### config.mk
export PLATFORM = sky130hd
export DESIGN_NAME = port_mode_rx_pin_select
export DESIGN_NICKNAME = d
export VERILOG_FILES = /design/src/port_mode_pkg.sv /design/src/ovh_field_if.sv /design/src/ovh_integrator.sv /design/src/msb_serdes.sv /design/src/port_mode_rx_pin_select.sv
export SDC_FILE = /design/constraint.sdc
export NUM_CORES = 1
export LEC_CHECK = 0
export BUFFER_PORTS_ARGS = -buffer_cell sky130_fd_sc_hd__buf_2
export CAP_MARGIN = 20
export CORE_MARGIN = 1.5
export CORE_UTILIZATION = 49
export CTS_CLUSTER_SIZE = 8
export DETAILED_ROUTE_END_ITERATION = 8
export PLACE_DENSITY = 0.75
export SLEW_MARGIN = 20
export SYNTH_ARGS = -nofsm -noshare
export SYNTH_HDL_FRONTEND = slang
export SYNTH_SLANG_ARGS = --single-unit
export TNS_END_PERCENT = 20
### constraint.sdc
create_clock -name i_ref_clk -period 1.8 [get_ports i_ref_clk]
set_input_delay 0.09 -clock i_ref_clk [delete_from_list [all_inputs] [get_ports i_ref_clk]]
set_output_delay 0.09 -clock i_ref_clk [all_outputs]
set_load 0.05 [all_outputs]
### src/port_mode_pkg.sv
/*
 * constants, encodings and reset values shared by the receive port
 * pin-select block and its sub-modules.
 * assumes every file that uses it imports it whole.
 */
package port_mode_pkg;

	// --------------------------------------------------------------
	// framing mode field codes
	// --------------------------------------------------------------
	localparam logic [2:0] FM_DS3_CBIT   = 3'h0;
	localparam logic [2:0] FM_DS3_M13    = 3'h1;
	localparam logic [2:0] FM_E3_G751    = 3'h2;
	localparam logic [2:0] FM_E3_G832    = 3'h3;
	localparam logic [2:0] FM_DS3_CLEAR  = 3'h4;
	localparam logic [1:0] FM_E3_CLEAR_HI = 2'h3;
	localparam int         FM_CLEAR_BIT  = 2;

	// --------------------------------------------------------------
	// line mode field codes
	// --------------------------------------------------------------
	localparam logic [2:0] LM_ALL_OFF    = 3'h0;
	localparam logic [2:0] LM_LIU_ON     = 3'h1;
	localparam logic [2:0] LM_JA_TX      = 3'h2;
	localparam logic [2:0] LM_JA_RX      = 3'h3;
	localparam int         LM_UNI_BIT    = 2;

	// --------------------------------------------------------------
	// reset values and counts
	// --------------------------------------------------------------
	localparam logic [2:0] FM_RESET      = 3'h0;
	localparam logic [2:0] LM_RESET      = 3'h0;
	localparam int         INTEG_COUNT   = 5;
	localparam int         UNSTABLE_COUNT = 8;
	localparam int         OVH_WIDTH     = 8;
	localparam int         BYTE_BITS     = 8;
	localparam int         BPV_WIDTH     = 16;
	localparam int         BIT_DIV       = 4;
	localparam logic [7:0] BYTE_RESET    = 8'h00;

	typedef enum logic [1:0] {
		LC_B3ZS,
		LC_HDB3,
		LC_AMI,
		LC_NONE
	} line_code_t;

endpackage

### src/ovh_field_if.sv
/*
 * carries one integrated overhead field between the port block and
 * its integrator.
 * assumes both ends run on the same receive clock.
 */
`timescale 1ns/10ps
interface ovh_field_if #(
	parameter int W = 8
);
	logic         occur;
	logic [W-1:0] value;
	logic [W-1:0] stored;
	logic         unstable;

	modport src (
		output occur,
		output value,
		input  stored,
		input  unstable
	);
	modport integ (
		input  occur,
		input  value,
		output stored,
		output unstable
	);
endinterface

### src/ovh_integrator.sv
/*
 * integration of a received overhead field with an unstable flag.
 * assumes one occur pulse per received field occurrence.
 */
`timescale 1ns/10ps
module ovh_integrator #(
	parameter int W = 8
) (
	input  wire logic  i_ref_clk,
	input  wire logic  i_rst,
	ovh_field_if.integ f
);
	import port_mode_pkg::*;

	logic [W-1:0] prev_reg;
	logic [W-1:0] stored_reg;
	logic [3:0]   same_reg;
	logic [3:0]   bad_reg;
	logic         unstable_reg;
	wire  logic   same_val = (f.value == prev_reg);
	wire  logic   mismatch = (f.value != stored_reg) && !same_val;
	wire  logic [3:0] same_next = same_val ?
		((same_reg == 4'(INTEG_COUNT)) ? same_reg : same_reg + 4'h1) : 4'h1;
	wire  logic [3:0] bad_next = mismatch ?
		((bad_reg == 4'(UNSTABLE_COUNT)) ? bad_reg : bad_reg + 4'h1) : 4'h0;
	wire  logic   settled  = (same_next == 4'(INTEG_COUNT));

	always_ff @(posedge i_ref_clk) begin
		if (i_rst) begin
			prev_reg     <= '0;
			stored_reg   <= '0;
			same_reg     <= 4'h0;
			bad_reg      <= 4'h0;
			unstable_reg <= 1'b0;
		end else if (f.occur) begin
			prev_reg <= f.value;
			same_reg <= same_next;
			bad_reg  <= bad_next;
			if (settled)
				stored_reg <= f.value;
			if (bad_next == 4'(UNSTABLE_COUNT))
				unstable_reg <= 1'b1;
			else if (settled)
				unstable_reg <= 1'b0;
		end
	end

	assign f.stored   = stored_reg;
	assign f.unstable = unstable_reg;
endmodule

### src/msb_serdes.sv
/*
 * byte serialiser and deserialiser, most significant bit first.
 * assumes i_bit_en is a one-cycle pulse at the serial bit rate.
 */
`timescale 1ns/10ps
module msb_serdes (
	input  wire logic       i_ref_clk,
	input  wire logic       i_rst,
	input  wire logic       i_bit_en,
	input  wire logic       i_load,
	input  wire logic [7:0] i_tx_byte,
	input  wire logic       i_rx_bit,
	input  wire logic       i_rx_bit_valid,
	output logic            o_tx_bit,
	output logic            o_tx_busy,
	output logic [7:0]      o_rx_byte,
	output logic            o_rx_byte_valid
);
	import port_mode_pkg::*;

	logic [7:0] tx_sh_reg;
	logic [3:0] tx_cnt_reg;
	logic [7:0] rx_sh_reg;
	logic [2:0] rx_cnt_reg;
	wire  logic [7:0] rx_next = {rx_sh_reg[6:0], i_rx_bit};
	wire  logic rx_take = i_bit_en && i_rx_bit_valid;

	always_ff @(posedge i_ref_clk) begin
		if (i_rst) begin
			tx_sh_reg  <= BYTE_RESET;
			tx_cnt_reg <= 4'h0;
			o_tx_bit   <= 1'b0;
			o_tx_busy  <= 1'b0;
		end else if (i_load && tx_cnt_reg == 4'h0) begin
			tx_sh_reg  <= i_tx_byte;
			tx_cnt_reg <= 4'(BYTE_BITS);
			o_tx_busy  <= 1'b1;
		end else if (i_bit_en && tx_cnt_reg != 4'h0) begin
			o_tx_bit   <= tx_sh_reg[7];
			tx_sh_reg  <= {tx_sh_reg[6:0], 1'b0};
			tx_cnt_reg <= tx_cnt_reg - 4'h1;
			o_tx_busy  <= (tx_cnt_reg != 4'h1);
		end
	end

	always_ff @(posedge i_ref_clk) begin
		if (i_rst) begin
			rx_sh_reg       <= BYTE_RESET;
			rx_cnt_reg      <= 3'h0;
			o_rx_byte       <= BYTE_RESET;
			o_rx_byte_valid <= 1'b0;
		end else begin
			o_rx_byte_valid <= 1'b0;
			if (rx_take) begin
				// first bit lands in bit 7
				rx_sh_reg  <= rx_next;
				rx_cnt_reg <= rx_cnt_reg + 3'h1;
				if (rx_cnt_reg == 3'(BYTE_BITS - 1)) begin
					o_rx_byte       <= rx_next;
					o_rx_byte_valid <= 1'b1;
				end
			end
		end
	end
endmodule

### src/port_mode_rx_pin_select.sv
/*
 * per-port mode decode and receive serial-port pin select: framing
 * and line mode decode, line code choice, loopback rails, unipolar
 * violation counting, overhead integration and byte ordering.
 * assumes framer signals share i_ref_clk; line pins are asynchronous.
 */
// Summary of operation
// - enable/frame pin: data enable, frame start, constant
// - clock pin gapped by data enable unless ungapped
// - unselected pin functions feed constant zero inside
// - decode framing mode field into six modes
// - test pattern engine enabled in every mode
// - decode line mode field: interface, attenuator, unipolar
// - B3ZS or HDB3, AMI when both suppressions disabled
// - unipolar: no coding, count external violation pulses
// - loopback without line interface loops rails digitally
// - transmit bytes leave most significant bit first
// - receive bit one stored in bit seven
// - integrated field stored after five alike
// - eight mismatches raise unstable indication
// - five alike clear unstable indication
`timescale 1ns/10ps
module port_mode_rx_pin_select #(
	parameter int BIT_DIVIDE = port_mode_pkg::BIT_DIV,
	parameter int BPV_W      = port_mode_pkg::BPV_WIDTH
) (
	input  wire logic                     i_ref_clk,
	input  wire logic                     i_rst,
	input  wire logic [2:0]               i_framing_mode_field,
	input  wire logic [2:0]               i_line_mode_field,
	input  wire logic                     i_rx_frame_start_select,
	input  wire logic                     i_rx_clock_select,
	input  wire logic                     i_tx_zero_suppress_disable,
	input  wire logic                     i_rx_zero_suppress_disable,
	input  wire logic                     i_analog_loopback,
	input  wire logic                     i_bert_enable,
	input  wire logic                     i_rx_data_enable,
	input  wire logic                     i_rx_frame_start,
	input  wire logic                     i_rx_serial_data,
	input  wire logic                     i_frame_start_pin,
	input  wire logic                     i_code_violation,
	input  wire logic                     i_tx_line_clock,
	input  wire logic                     i_tx_positive_rail,
	input  wire logic                     i_tx_negative_rail,
	input  wire logic                     i_rx_line_clock,
	input  wire logic                     i_rx_positive_rail,
	input  wire logic                     i_rx_neg_or_violation_in,
	input  wire logic                     i_ovh_occur,
	input  wire logic [7:0]               i_ovh_value,
	input  wire logic                     i_tx_load,
	input  wire logic [7:0]               i_tx_byte,
	output logic                          o_rx_serial_data_out,
	output logic                          o_rx_enable_frame_out,
	output logic                          o_rx_clock_out,
	output logic                          o_frame_start_int,
	output port_mode_pkg::line_code_t     o_line_code,
	output logic                          o_line_interface_unit,
	output logic                          o_jitter_attenuator_tx,
	output logic                          o_jitter_attenuator_rx,
	output logic                          o_unipolar_line_mode,
	output logic                          o_clear_channel_mode,
	output logic                          o_ds3_rate,
	output logic                          o_bert_active,
	output logic                          o_rx_line_clock_int,
	output logic                          o_rx_positive_int,
	output logic                          o_rx_negative_int,
	output logic [BPV_W-1:0]              o_bipolar_violation_counter,
	output logic                          o_tx_serial_bit,
	output logic                          o_tx_busy,
	output logic [7:0]                    o_rx_byte,
	output logic                          o_rx_byte_valid,
	output logic [7:0]                    o_ovh_stored,
	output logic                          o_ovh_unstable
);
	import port_mode_pkg::*;

	// ------------------------------------------------------------------
	// helpers
	// ------------------------------------------------------------------
	function automatic logic fm_is_ds3(input logic [2:0] fm);
		fm_is_ds3 = (fm == FM_DS3_CBIT) || (fm == FM_DS3_M13) ||
			(fm == FM_DS3_CLEAR);
	endfunction

	function automatic logic lm_liu_on(input logic [2:0] lm);
		lm_liu_on = (lm == LM_LIU_ON) || (lm == LM_JA_TX) ||
			(lm == LM_JA_RX);
	endfunction

	// ------------------------------------------------------------------
	// held mode bits
	// ------------------------------------------------------------------
	logic [2:0] fm_reg;
	logic [2:0] lm_reg;
	logic       fs_sel_reg;
	logic       clk_sel_reg;
	logic       tx_zero_suppress_disable_reg;
	logic       rx_zero_suppress_disable_reg;
	logic       alb_reg;

	always_ff @(posedge i_ref_clk) begin
		if (i_rst) begin
			fm_reg      <= FM_RESET;
			lm_reg      <= LM_RESET;
			fs_sel_reg  <= 1'b0;
			clk_sel_reg <= 1'b0;
			tx_zero_suppress_disable_reg    <= 1'b0;
			rx_zero_suppress_disable_reg    <= 1'b0;
			alb_reg     <= 1'b0;
		end else begin
			fm_reg      <= i_framing_mode_field;
			lm_reg      <= i_line_mode_field;
			fs_sel_reg  <= i_rx_frame_start_select;
			clk_sel_reg <= i_rx_clock_select;
			tx_zero_suppress_disable_reg    <= i_tx_zero_suppress_disable;
			rx_zero_suppress_disable_reg    <= i_rx_zero_suppress_disable;
			alb_reg     <= i_analog_loopback;
		end
	end

	// ------------------------------------------------------------------
	// mode decode
	// ------------------------------------------------------------------
	// framing and line mode decode
	wire logic channelized_framing = ~fm_reg[FM_CLEAR_BIT];
	wire logic clear_channel_high  = (fm_reg[2:1] == FM_E3_CLEAR_HI);
	wire logic ds3_rate            = fm_is_ds3(fm_reg);
	wire logic unipolar            = lm_reg[LM_UNI_BIT];
	wire logic liu_on              = lm_liu_on(lm_reg);
	wire logic ja_tx               = (lm_reg == LM_JA_TX);
	wire logic ja_rx               = (lm_reg == LM_JA_RX);
	// ds3 rates b3zs, e3 rates hdb3; both disable bits force ami
	wire logic ami_sel             = tx_zero_suppress_disable_reg & rx_zero_suppress_disable_reg;
	line_code_t code_next;
	assign code_next = unipolar ? LC_NONE :
		ami_sel ? LC_AMI : ds3_rate ? LC_B3ZS : LC_HDB3;
	wire logic ungapped            = ~channelized_framing | clk_sel_reg;

	// ------------------------------------------------------------------
	// bit-rate enable
	// ------------------------------------------------------------------
	logic [7:0] div_reg;
	wire  logic bit_en = (div_reg == 8'(BIT_DIVIDE - 1));

	always_ff @(posedge i_ref_clk) begin
		if (i_rst)
			div_reg <= 8'h00;
		else
			div_reg <= bit_en ? 8'h00 : div_reg + 8'h01;
	end

	// ------------------------------------------------------------------
	// line pin synchronisers
	// ------------------------------------------------------------------
	logic [1:0] lclk_sync_reg;
	logic [1:0] pos_sync_reg;
	logic [1:0] neg_sync_reg;
	logic [1:0] fsp_sync_reg;
	logic       neg_prev_reg;

	always_ff @(posedge i_ref_clk) begin
		if (i_rst) begin
			lclk_sync_reg <= 2'h0;
			pos_sync_reg  <= 2'h0;
			neg_sync_reg  <= 2'h0;
			fsp_sync_reg  <= 2'h0;
			neg_prev_reg  <= 1'b0;
		end else begin
			lclk_sync_reg <= {lclk_sync_reg[0], i_rx_line_clock};
			pos_sync_reg  <= {pos_sync_reg[0], i_rx_positive_rail};
			neg_sync_reg  <= {neg_sync_reg[0], i_rx_neg_or_violation_in};
			fsp_sync_reg  <= {fsp_sync_reg[0], i_frame_start_pin};
			neg_prev_reg  <= neg_sync_reg[1];
		end
	end

	// digital loop when line interface is off
	wire logic dig_loop  = alb_reg & ~liu_on;
	wire logic lclk_sel  = dig_loop ? i_tx_line_clock : lclk_sync_reg[1];
	wire logic pos_sel   = dig_loop ? i_tx_positive_rail : pos_sync_reg[1];
	// outside the digital loop, neg rail reads zero when the pin is a violation input
	wire logic neg_sel   = dig_loop ? i_tx_negative_rail :
		(unipolar ? 1'b0 : neg_sync_reg[1]);
	wire logic ext_pulse = neg_sync_reg[1] & ~neg_prev_reg;
	// unipolar counts pin pulses, coded modes count decoder hits
	wire logic bpv_hit   = unipolar ? ext_pulse : i_code_violation;

	// ------------------------------------------------------------------
	// receive serial port pins
	// ------------------------------------------------------------------
	// pin function select
	wire logic enfr_next = channelized_framing ?
		(fs_sel_reg ? i_rx_frame_start : i_rx_data_enable) :
		clear_channel_high;
	// gap only in channelized modes with clock select low
	wire logic clk_step  = bit_en & (ungapped | i_rx_data_enable);

	always_ff @(posedge i_ref_clk) begin
		if (i_rst) begin
			o_rx_serial_data_out  <= 1'b0;
			o_rx_enable_frame_out <= 1'b0;
			o_rx_clock_out        <= 1'b0;
			o_frame_start_int     <= 1'b0;
		end else begin
			o_rx_serial_data_out  <= i_rx_serial_data;
			o_rx_enable_frame_out <= enfr_next;
			if (clk_step)
				o_rx_clock_out <= ~o_rx_clock_out;
			// frame-start pin unused in clear channel
			o_frame_start_int <= channelized_framing & fsp_sync_reg[1];
		end
	end

	// ------------------------------------------------------------------
	// mode outputs, rails and violation count
	// ------------------------------------------------------------------
	always_ff @(posedge i_ref_clk) begin
		if (i_rst) begin
			o_line_code                 <= LC_B3ZS;
			o_line_interface_unit       <= 1'b0;
			o_jitter_attenuator_tx      <= 1'b0;
			o_jitter_attenuator_rx      <= 1'b0;
			o_unipolar_line_mode        <= 1'b0;
			o_clear_channel_mode        <= 1'b0;
			o_ds3_rate                  <= 1'b1;
			o_bert_active               <= 1'b0;
			o_rx_line_clock_int         <= 1'b0;
			o_rx_positive_int           <= 1'b0;
			o_rx_negative_int           <= 1'b0;
			o_bipolar_violation_counter <= '0;
		end else begin
			o_line_code            <= code_next;
			o_line_interface_unit  <= liu_on;
			o_jitter_attenuator_tx <= ja_tx;
			o_jitter_attenuator_rx <= ja_rx;
			o_unipolar_line_mode   <= unipolar;
			o_clear_channel_mode   <= ~channelized_framing;
			o_ds3_rate             <= ds3_rate;
			// no mode gating of the pattern engine
			o_bert_active          <= i_bert_enable;
			o_rx_line_clock_int    <= lclk_sel;
			o_rx_positive_int      <= pos_sel;
			o_rx_negative_int      <= neg_sel;
			// counter wraps; software reads it as a running total
			if (bpv_hit)
				o_bipolar_violation_counter <=
					o_bipolar_violation_counter + 1'b1;
		end
	end

	// ------------------------------------------------------------------
	// overhead integration and byte ordering
	// ------------------------------------------------------------------
	ovh_field_if #(.W(OVH_WIDTH)) ovh_f ();

	assign ovh_f.occur = i_ovh_occur;
	assign ovh_f.value = i_ovh_value;
	assign o_ovh_stored   = ovh_f.stored;
	assign o_ovh_unstable = ovh_f.unstable;

	ovh_integrator #(.W(OVH_WIDTH)) u_integ (
		.i_ref_clk (i_ref_clk),
		.i_rst     (i_rst),
		.f         (ovh_f.integ)
	);

	msb_serdes u_serdes (
		.i_ref_clk       (i_ref_clk),
		.i_rst           (i_rst),
		.i_bit_en        (bit_en),
		.i_load          (i_tx_load),
		.i_tx_byte       (i_tx_byte),
		.i_rx_bit        (i_rx_serial_data),
		.i_rx_bit_valid  (i_rx_data_enable),
		.o_tx_bit        (o_tx_serial_bit),
		.o_tx_busy       (o_tx_busy),
		.o_rx_byte       (o_rx_byte),
		.o_rx_byte_valid (o_rx_byte_valid)
	);
endmodule

After elaboration in Yosys (flattened, before gate mapping)

Cells that the tools add are included.

Output and inout port bits: 52
Register bits after elaboration: 118
Input port bits: 43

Equality and inequality tests: 15
Reduce and logical (&&, ||, !) cells: 21
Multiplexer cells: 23
Add/subtract/negate cells: 6
Bitwise gates (word level): 13

Operators with widths:

| cell                                                            | count |
|---|---|
| 4-bit two-way mux                                               | 6 |
| 16-bit by 1-bit adder with 16-bit output, second input constant | 1 |
| 8-bit two-way mux                                               | 2 |
| 1-bit two-way mux                                               | 13 |
| 4-bit by 1-bit adder with 4-bit output, second input constant   | 2 |
| 8-bit by 1-bit adder with 8-bit output, second input constant   | 1 |
| 4-bit by 3-bit == test with 1-bit output, second input constant | 2 |
| 4-bit == test, second input constant                            | 2 |
| 8-bit by 2-bit == test with 1-bit output, second input constant | 1 |
| 8-bit == test                                                   | 1 |
| 8-bit != test                                                   | 1 |
| 2-bit AND reduction                                             | 4 |
| 3-bit by 1-bit == test with 1-bit output, second input constant | 2 |
| 3-bit by 2-bit == test with 1-bit output, second input constant | 2 |
| 3-bit == test, second input constant                            | 2 |
| 1-bit inverter                                                  | 6 |
| 2-bit OR reduction                                              | 3 |
| 1-bit AND                                                       | 5 |
| 1-bit logical AND                                               | 4 |
| 4-bit logical NOT                                               | 1 |
| 1-bit logical OR                                                | 4 |
| 2-bit two-way mux                                               | 2 |
| 4-bit by 1-bit != test with 1-bit output, second input constant | 1 |
| 2-bit nonzero test                                              | 2 |
| 7 further kinds                                                 | 8 |

Longest topological paths before layout

Depth in word-level cells: 7
Depth in mapped cells: 8
Mapped depth without buffers: 7

Hierarchy

From an unflattened synthesis, not the netlist that was laid out.

Cell total of the unflattened synthesis: 536
Area, all modules: 4951.0 sq um

Modules (own cells, without submodules):

| module                  | cells an instance | area an instance (sq um) | sequential area each (sq um) | instances |
|---|---|---|---|---|
| port_mode_rx_pin_select | 217               | 2200.9                   | 1201.2                       | 1 |
| msb_serdes              | 158               | 1410.1                   | 660.6                        | 1 |
| ovh_integrator          | 161               | 1340.0                   | 500.5                        | 1 |

Least setup slack after synthesis

OpenSTA, ideal clock, no wires.

Path type: reg-to-reg
From: register u_integ.same_reg[1]
To: register u_integ.stored_reg[0], in the netlist u_integ.f.stored[0]
Data required time: 1.672 ns
Library setup time: 0.128 ns
Setup slack: -0.238 ns
Buffers on the path: 1
Arrival time: 1.910 ns
Period minus slack after synthesis: 2.038 ns
Cell stages (with the launch flop): 9
Path through: dfxtp_1 inv_1 ha_1 nor3b_1 o21ai_0 a2111oi_0 clkbuf_1 mux2i_1 nor2_1

Cells in the longest elaborated chain, start to end: 5
Elaborated cells on any way between the ends: 6
Classes of those cells: 1 x add/sub; 2 x eq/ne; 2 x mux; 1 x reduce/logical

Ends and longest elaborated chain:

| what                                                                                                      | RTL line             | source |
|---|---|---|
| from (decl)                                                                                               | ovh_integrator.sv:17 | `logic [3:0] same_reg;` |
| from (signal assigned)                                                                                    | ovh_integrator.sv:37 | `same_reg <= same_next;` |
| 4-bit by 1-bit adder with 4-bit output / 4-bit by 3-bit == test with 1-bit output (equally long branches) | ovh_integrator.sv:23 | `((same_reg == 4'(INTEG_COUNT)) ? same_reg : same_reg + 4'h1) : 4'h1;` |
| 4-bit two-way mux (*)                                                                                     | ovh_integrator.sv:23 |  |
| 4-bit two-way mux (*)                                                                                     | ovh_integrator.sv:22 | `wire logic [3:0] same_next = same_val ?` |
| 4-bit by 3-bit == test with 1-bit output (*)                                                              | ovh_integrator.sv:26 | `wire logic settled = (same_next == 4'(INTEG_COUNT));` |
| 2-bit AND reduction (no line) (*)                                                                         | -                    |  |
| to (signal assigned)                                                                                      | ovh_integrator.sv:40 | `stored_reg <= f.value;` |
| to (decl)                                                                                                 | ovh_integrator.sv:16 | `logic [W-1:0] stored_reg;` |

Every way passes the cells marked *; elsewhere a longest branch is shown, timed or not.
A chain may end at the register's enable or synchronous reset.

Final worst setup path

From: register div_reg[7]
To: register u_serdes.tx_sh_reg[3]

Cells in the longest elaborated chain, start to end: 3

Ends and longest elaborated chain:

| what                                     | RTL line                       | source |
|---|---|---|
| from (decl)                              | port_mode_rx_pin_select.sv:142 | `logic [7:0] div_reg;` |
| from (signal assigned)                   | port_mode_rx_pin_select.sv:149 | `div_reg <= bit_en ? 8'h00 : div_reg + 8'h01;` |
| 8-bit by 2-bit == test with 1-bit output | port_mode_rx_pin_select.sv:143 | `wire logic bit_en = (div_reg == 8'(BIT_DIVIDE - 1));` |
| 1-bit logical AND                        | msb_serdes.sv:38               | `end else if (i_bit_en && tx_cnt_reg != 4'h0) begin` |
| 2-bit nonzero test (no line)             | -                              |  |
| to (signal assigned)                     | msb_serdes.sv:35               | `tx_sh_reg <= i_tx_byte;` |
| to (signal assigned)                     | msb_serdes.sv:40               | `tx_sh_reg <= {tx_sh_reg[6:0], 1'b0};` |
| to (decl)                                | msb_serdes.sv:21               | `logic [7:0] tx_sh_reg;` |

Every way passes these cells.

==> run summary <==
### Status
- status: finished, violations left
- violations in the final reports: setup timing

### Yosys
- fraction of post-synthesis cell area in the top cell type by area: 50.1%
- Mapped Area: 0.00472 mm²
- count of yosys warnings during synthesis: 0
- simple logic cell fraction of the synthesized area: 20.9%
- Compound-Gate Fraction of Synth Area: 9.07%
- Net Count, Synth: 548
- leading register cell type out of synthesis: sky130_fd_sc_hd__dfxtp_1
- synthesized area per cell: 9.55 µm²
- Post-synth EDFFs: 0
- share of cell area taken by muxes after synthesis: 6.79%
- instance count of the mapped netlist: 494
- number of different library cells in the post-synthesis netlist: 45
- async set-or-reset flop fraction in the synthesized netlist: 0%
- synthesized flop and latch total: 118
- sequential element share of the synthesized area: 50.1%
- main area contributors after synthesis: sky130_fd_sc_hd__dfxtp_1, sky130_fd_sc_hd__mux2i_1, sky130_fd_sc_hd__nor2_1, sky130_fd_sc_hd__xor2_1, sky130_fd_sc_hd__nor2b_1
- area leader, netlist: sky130_fd_sc_hd__dfxtp_1
- Synth Area in XOR/XNOR: 7.24%
- dominant combinational cell family by area after synthesis: simple AND/OR/NAND/NOR gates
- arithmetic-cell share of the synthesized area counting full adders, half adders and majority gates: 2.92%

### Place
- total of buffers placed on input and output ports: 94
- worst slack at placement: -0.0931 ns
- routability congestion estimate from global placement: 0.798
- DP HPWL: 6.74 mm

### Worst setup path
- Worst Path Max Fanout: 9
- kind of critical path: reg2reg
- cell breakdown of the critical path: or4_4 -> a2111oi_4 -> buf_4 -> buf_6 -> mux2i_1 -> a211oi_1
- crit path DAT: 2.22 ns
- Critical Path Sink Type: register
- critical path's largest stage delay: 0.56 ns
- crit start category: register
- standard cell with the maximum stage delay on the critical path: sky130_fd_sc_hd__or4_4
- Data required, critical path: 2.18 ns

### Layout
- area added between synthesis and finish: 41.7%
- commonest non-fill, non-tap cell in the layout: sky130_fd_sc_hd__dfxtp_1
- Ant. Diodes: 0
- fraction of final layout cells sized beyond drive strength 1: 26.1%
- most used cells in the layout excluding fill and tap cells: sky130_fd_sc_hd__dfxtp_1, sky130_fd_sc_hd__buf_2, sky130_fd_sc_hd__nor2_1
- Finished Core Util: 72.0%
- nets: 720
- Most flops, register: o_bipolar_violation_counter
- number of flip-flops under the largest register name: 16

### Detailed routing
- drt drc: 0
- per-cell routed wire length: 14.4 µm
- vias per std cell: 5.15
- remaining antenna violation count after routing: 0
- total number of vias: 4159
- number of DRC markers in iteration 0: 175
- final routed wirelength across all metal layers: 11.6 mm
- detailed-router iteration count before antenna repair: 4

### STA
- clock skew after layout: 0.00864 ns
- Slew @ Worst Pin: 0.511 ns
- count of endpoints failing hold in the final timing report: 0
- final setup vio count: 7
- max-slew headroom at the worst pin: 65.6%
- Slew Viols, Final: 0
- Final Cycle Share: 102%
- peak clock frequency supported by timing: 0.542 GHz
- post-layout worst setup margin: -0.0436 ns
- minimum period implied by the final worst setup slack: 1.84 ns
- RSZ-0062 raised after global routing: true

### Clocking
- H-tree depth: 4
- Clock Path Buffers: 2
- sinks on the clock net: 118
- clock root buffer: sky130_fd_sc_hd__clkbuf_8
- Clock Pin Slew Worst Setup and Hold Paths: 0.05 ns
- CTS tree: built
- number of CTS-inserted buffers: 17
- Clock Latency Late Sink: 0.50 ns

### Die
- Die ar.: 0.0102 mm²
- initial standard-cell utilization of the core: 50.8%
- number of rows in the core area: 35
- height of the die: 101 µm
- number of I/O pins: 95
- Die Width: 101 µm
- core region area: 0.00928 mm²

### Power and ir drop
- PnR Total Power: 6.70 mW
- ratio of total power to cell area: 1000 mW/mm²
- largest vdd supply drop: 900 µV
- leakage power: 2.88 nW

### GRT
- number of antenna violations at the first check in global routing: 0
- total overflow reported by the global router: 0
- pin count of the biggest net entering global routing: 54
- global-route wire length before repair: 18.4 mm
- GRT Total Usage: 22.9%
- vias in the first global route: 4094

### Flow run
- reported max-cap violation count: 0

### Min path
- class of the worst hold path: in2reg

[where the power goes]
group	internal, mW	switching [mW]
combinational	0.269	0.337
sequential	2.71	0.0596
clock	2.19	1.13
total	5.17	1.53
[routing by layer]
layer  vias to the layer above  global-route usage [%]  share of wire, %
li1                       2046                       -                 -
met1                      1982                    24.9                42
met2                       111                    42.5                52
met3                        20                    5.45               4.1
met4                         0                    9.40               1.9
met5                         -                       0                 0
[area by class of cell]
class	count	area (µm²)
multi-input combinational	339	2280
tap	129	161
inverter	15	56.3
clock buffer	21	459
timing repair buffer	175	1230
sequential	118	2370
clock inverter	10	128
fill	655	2600
[worst max-delay path: cells and delay by family (launching register included)]
kind / cells / cell delay (ns)
multiplexers: 1 / 0.22
AO/OA/AOI/OAI: 2 / 0.30
buffers and inverters: 2 / 0.34
AND/OR/NAND/NOR: 1 / 0.56
flip-flops: 1 / 0.31
[stage by stage]
| step | cells | hold WS [ns] | cell area, µm² | TNS [ns] |
|---|---|---|---|---|
| floorplan | 494 | 0.218 | 4750 | -0.554 |
| global placement | 721 | 0.303 | 5510 | -0.0291 |
| detailed placement | 721 | 0.302 | 5510 | -0.749 |
| CTS | 803 | 0.0484 | 6610 | -0.725 |
| global route | 807 | 0.0992 | 6690 | -1.69 |
| finish | 807 | 0.0733 | 6690 | -0.110 |
[synth_stat cells, drive strengths merged, types with 3 or more instances]
master,count
and3,3
xor2,22
nand3b,3
or2,3
nor4,3
nor2b,29
a21oi,30
inv,15
nor3,6
clkbuf,18
ha,11
o21ai,6
a22oi,5
a211oi,6
nor2,67
a2111oi,4
nand2,27
dfxtp,118
and4,5
mux2i,32
nand2b,6
xnor2,17
buf,4
nand3,23
nand4,9
[path summary, 6_finish.rpt]
path	cells past startpoint	slack [ns]	start	end
worst min register to register	1	0.44	fsp_sync_reg[0]	fsp_sync_reg[1]
worst max register to register	6	-0.04	div_reg[7]	u_serdes.tx_sh_reg[3]
worst min-delay path	3	0.07	i_tx_load	u_serdes.o_tx_busy
worst max-delay path	6	-0.04	div_reg[7]	u_serdes.tx_sh_reg[3]
[repair_timing]
item | in CTS | in global routing
endpoints found under the setup margin | 18 | 24
setup buffers | 1 | 3
endpoints found under the hold margin | 60 | 0
gates resized for setup | 2 | 12
pin swaps | 5 | 7
gates cloned | 0 | 1
hold buffers | 50 | 0
[logic make-up after synthesis]
group | after synthesis
buffers and inverters | 37
AND/OR/NAND/NOR | 193
multiplexers | 32
XOR/XNOR | 39
flip-flops | 118
adder cells (fa/ha/maj) | 11
AO/OA/AOI/OAI | 64
Note: power is estimated with default switching activity, not from simulation.
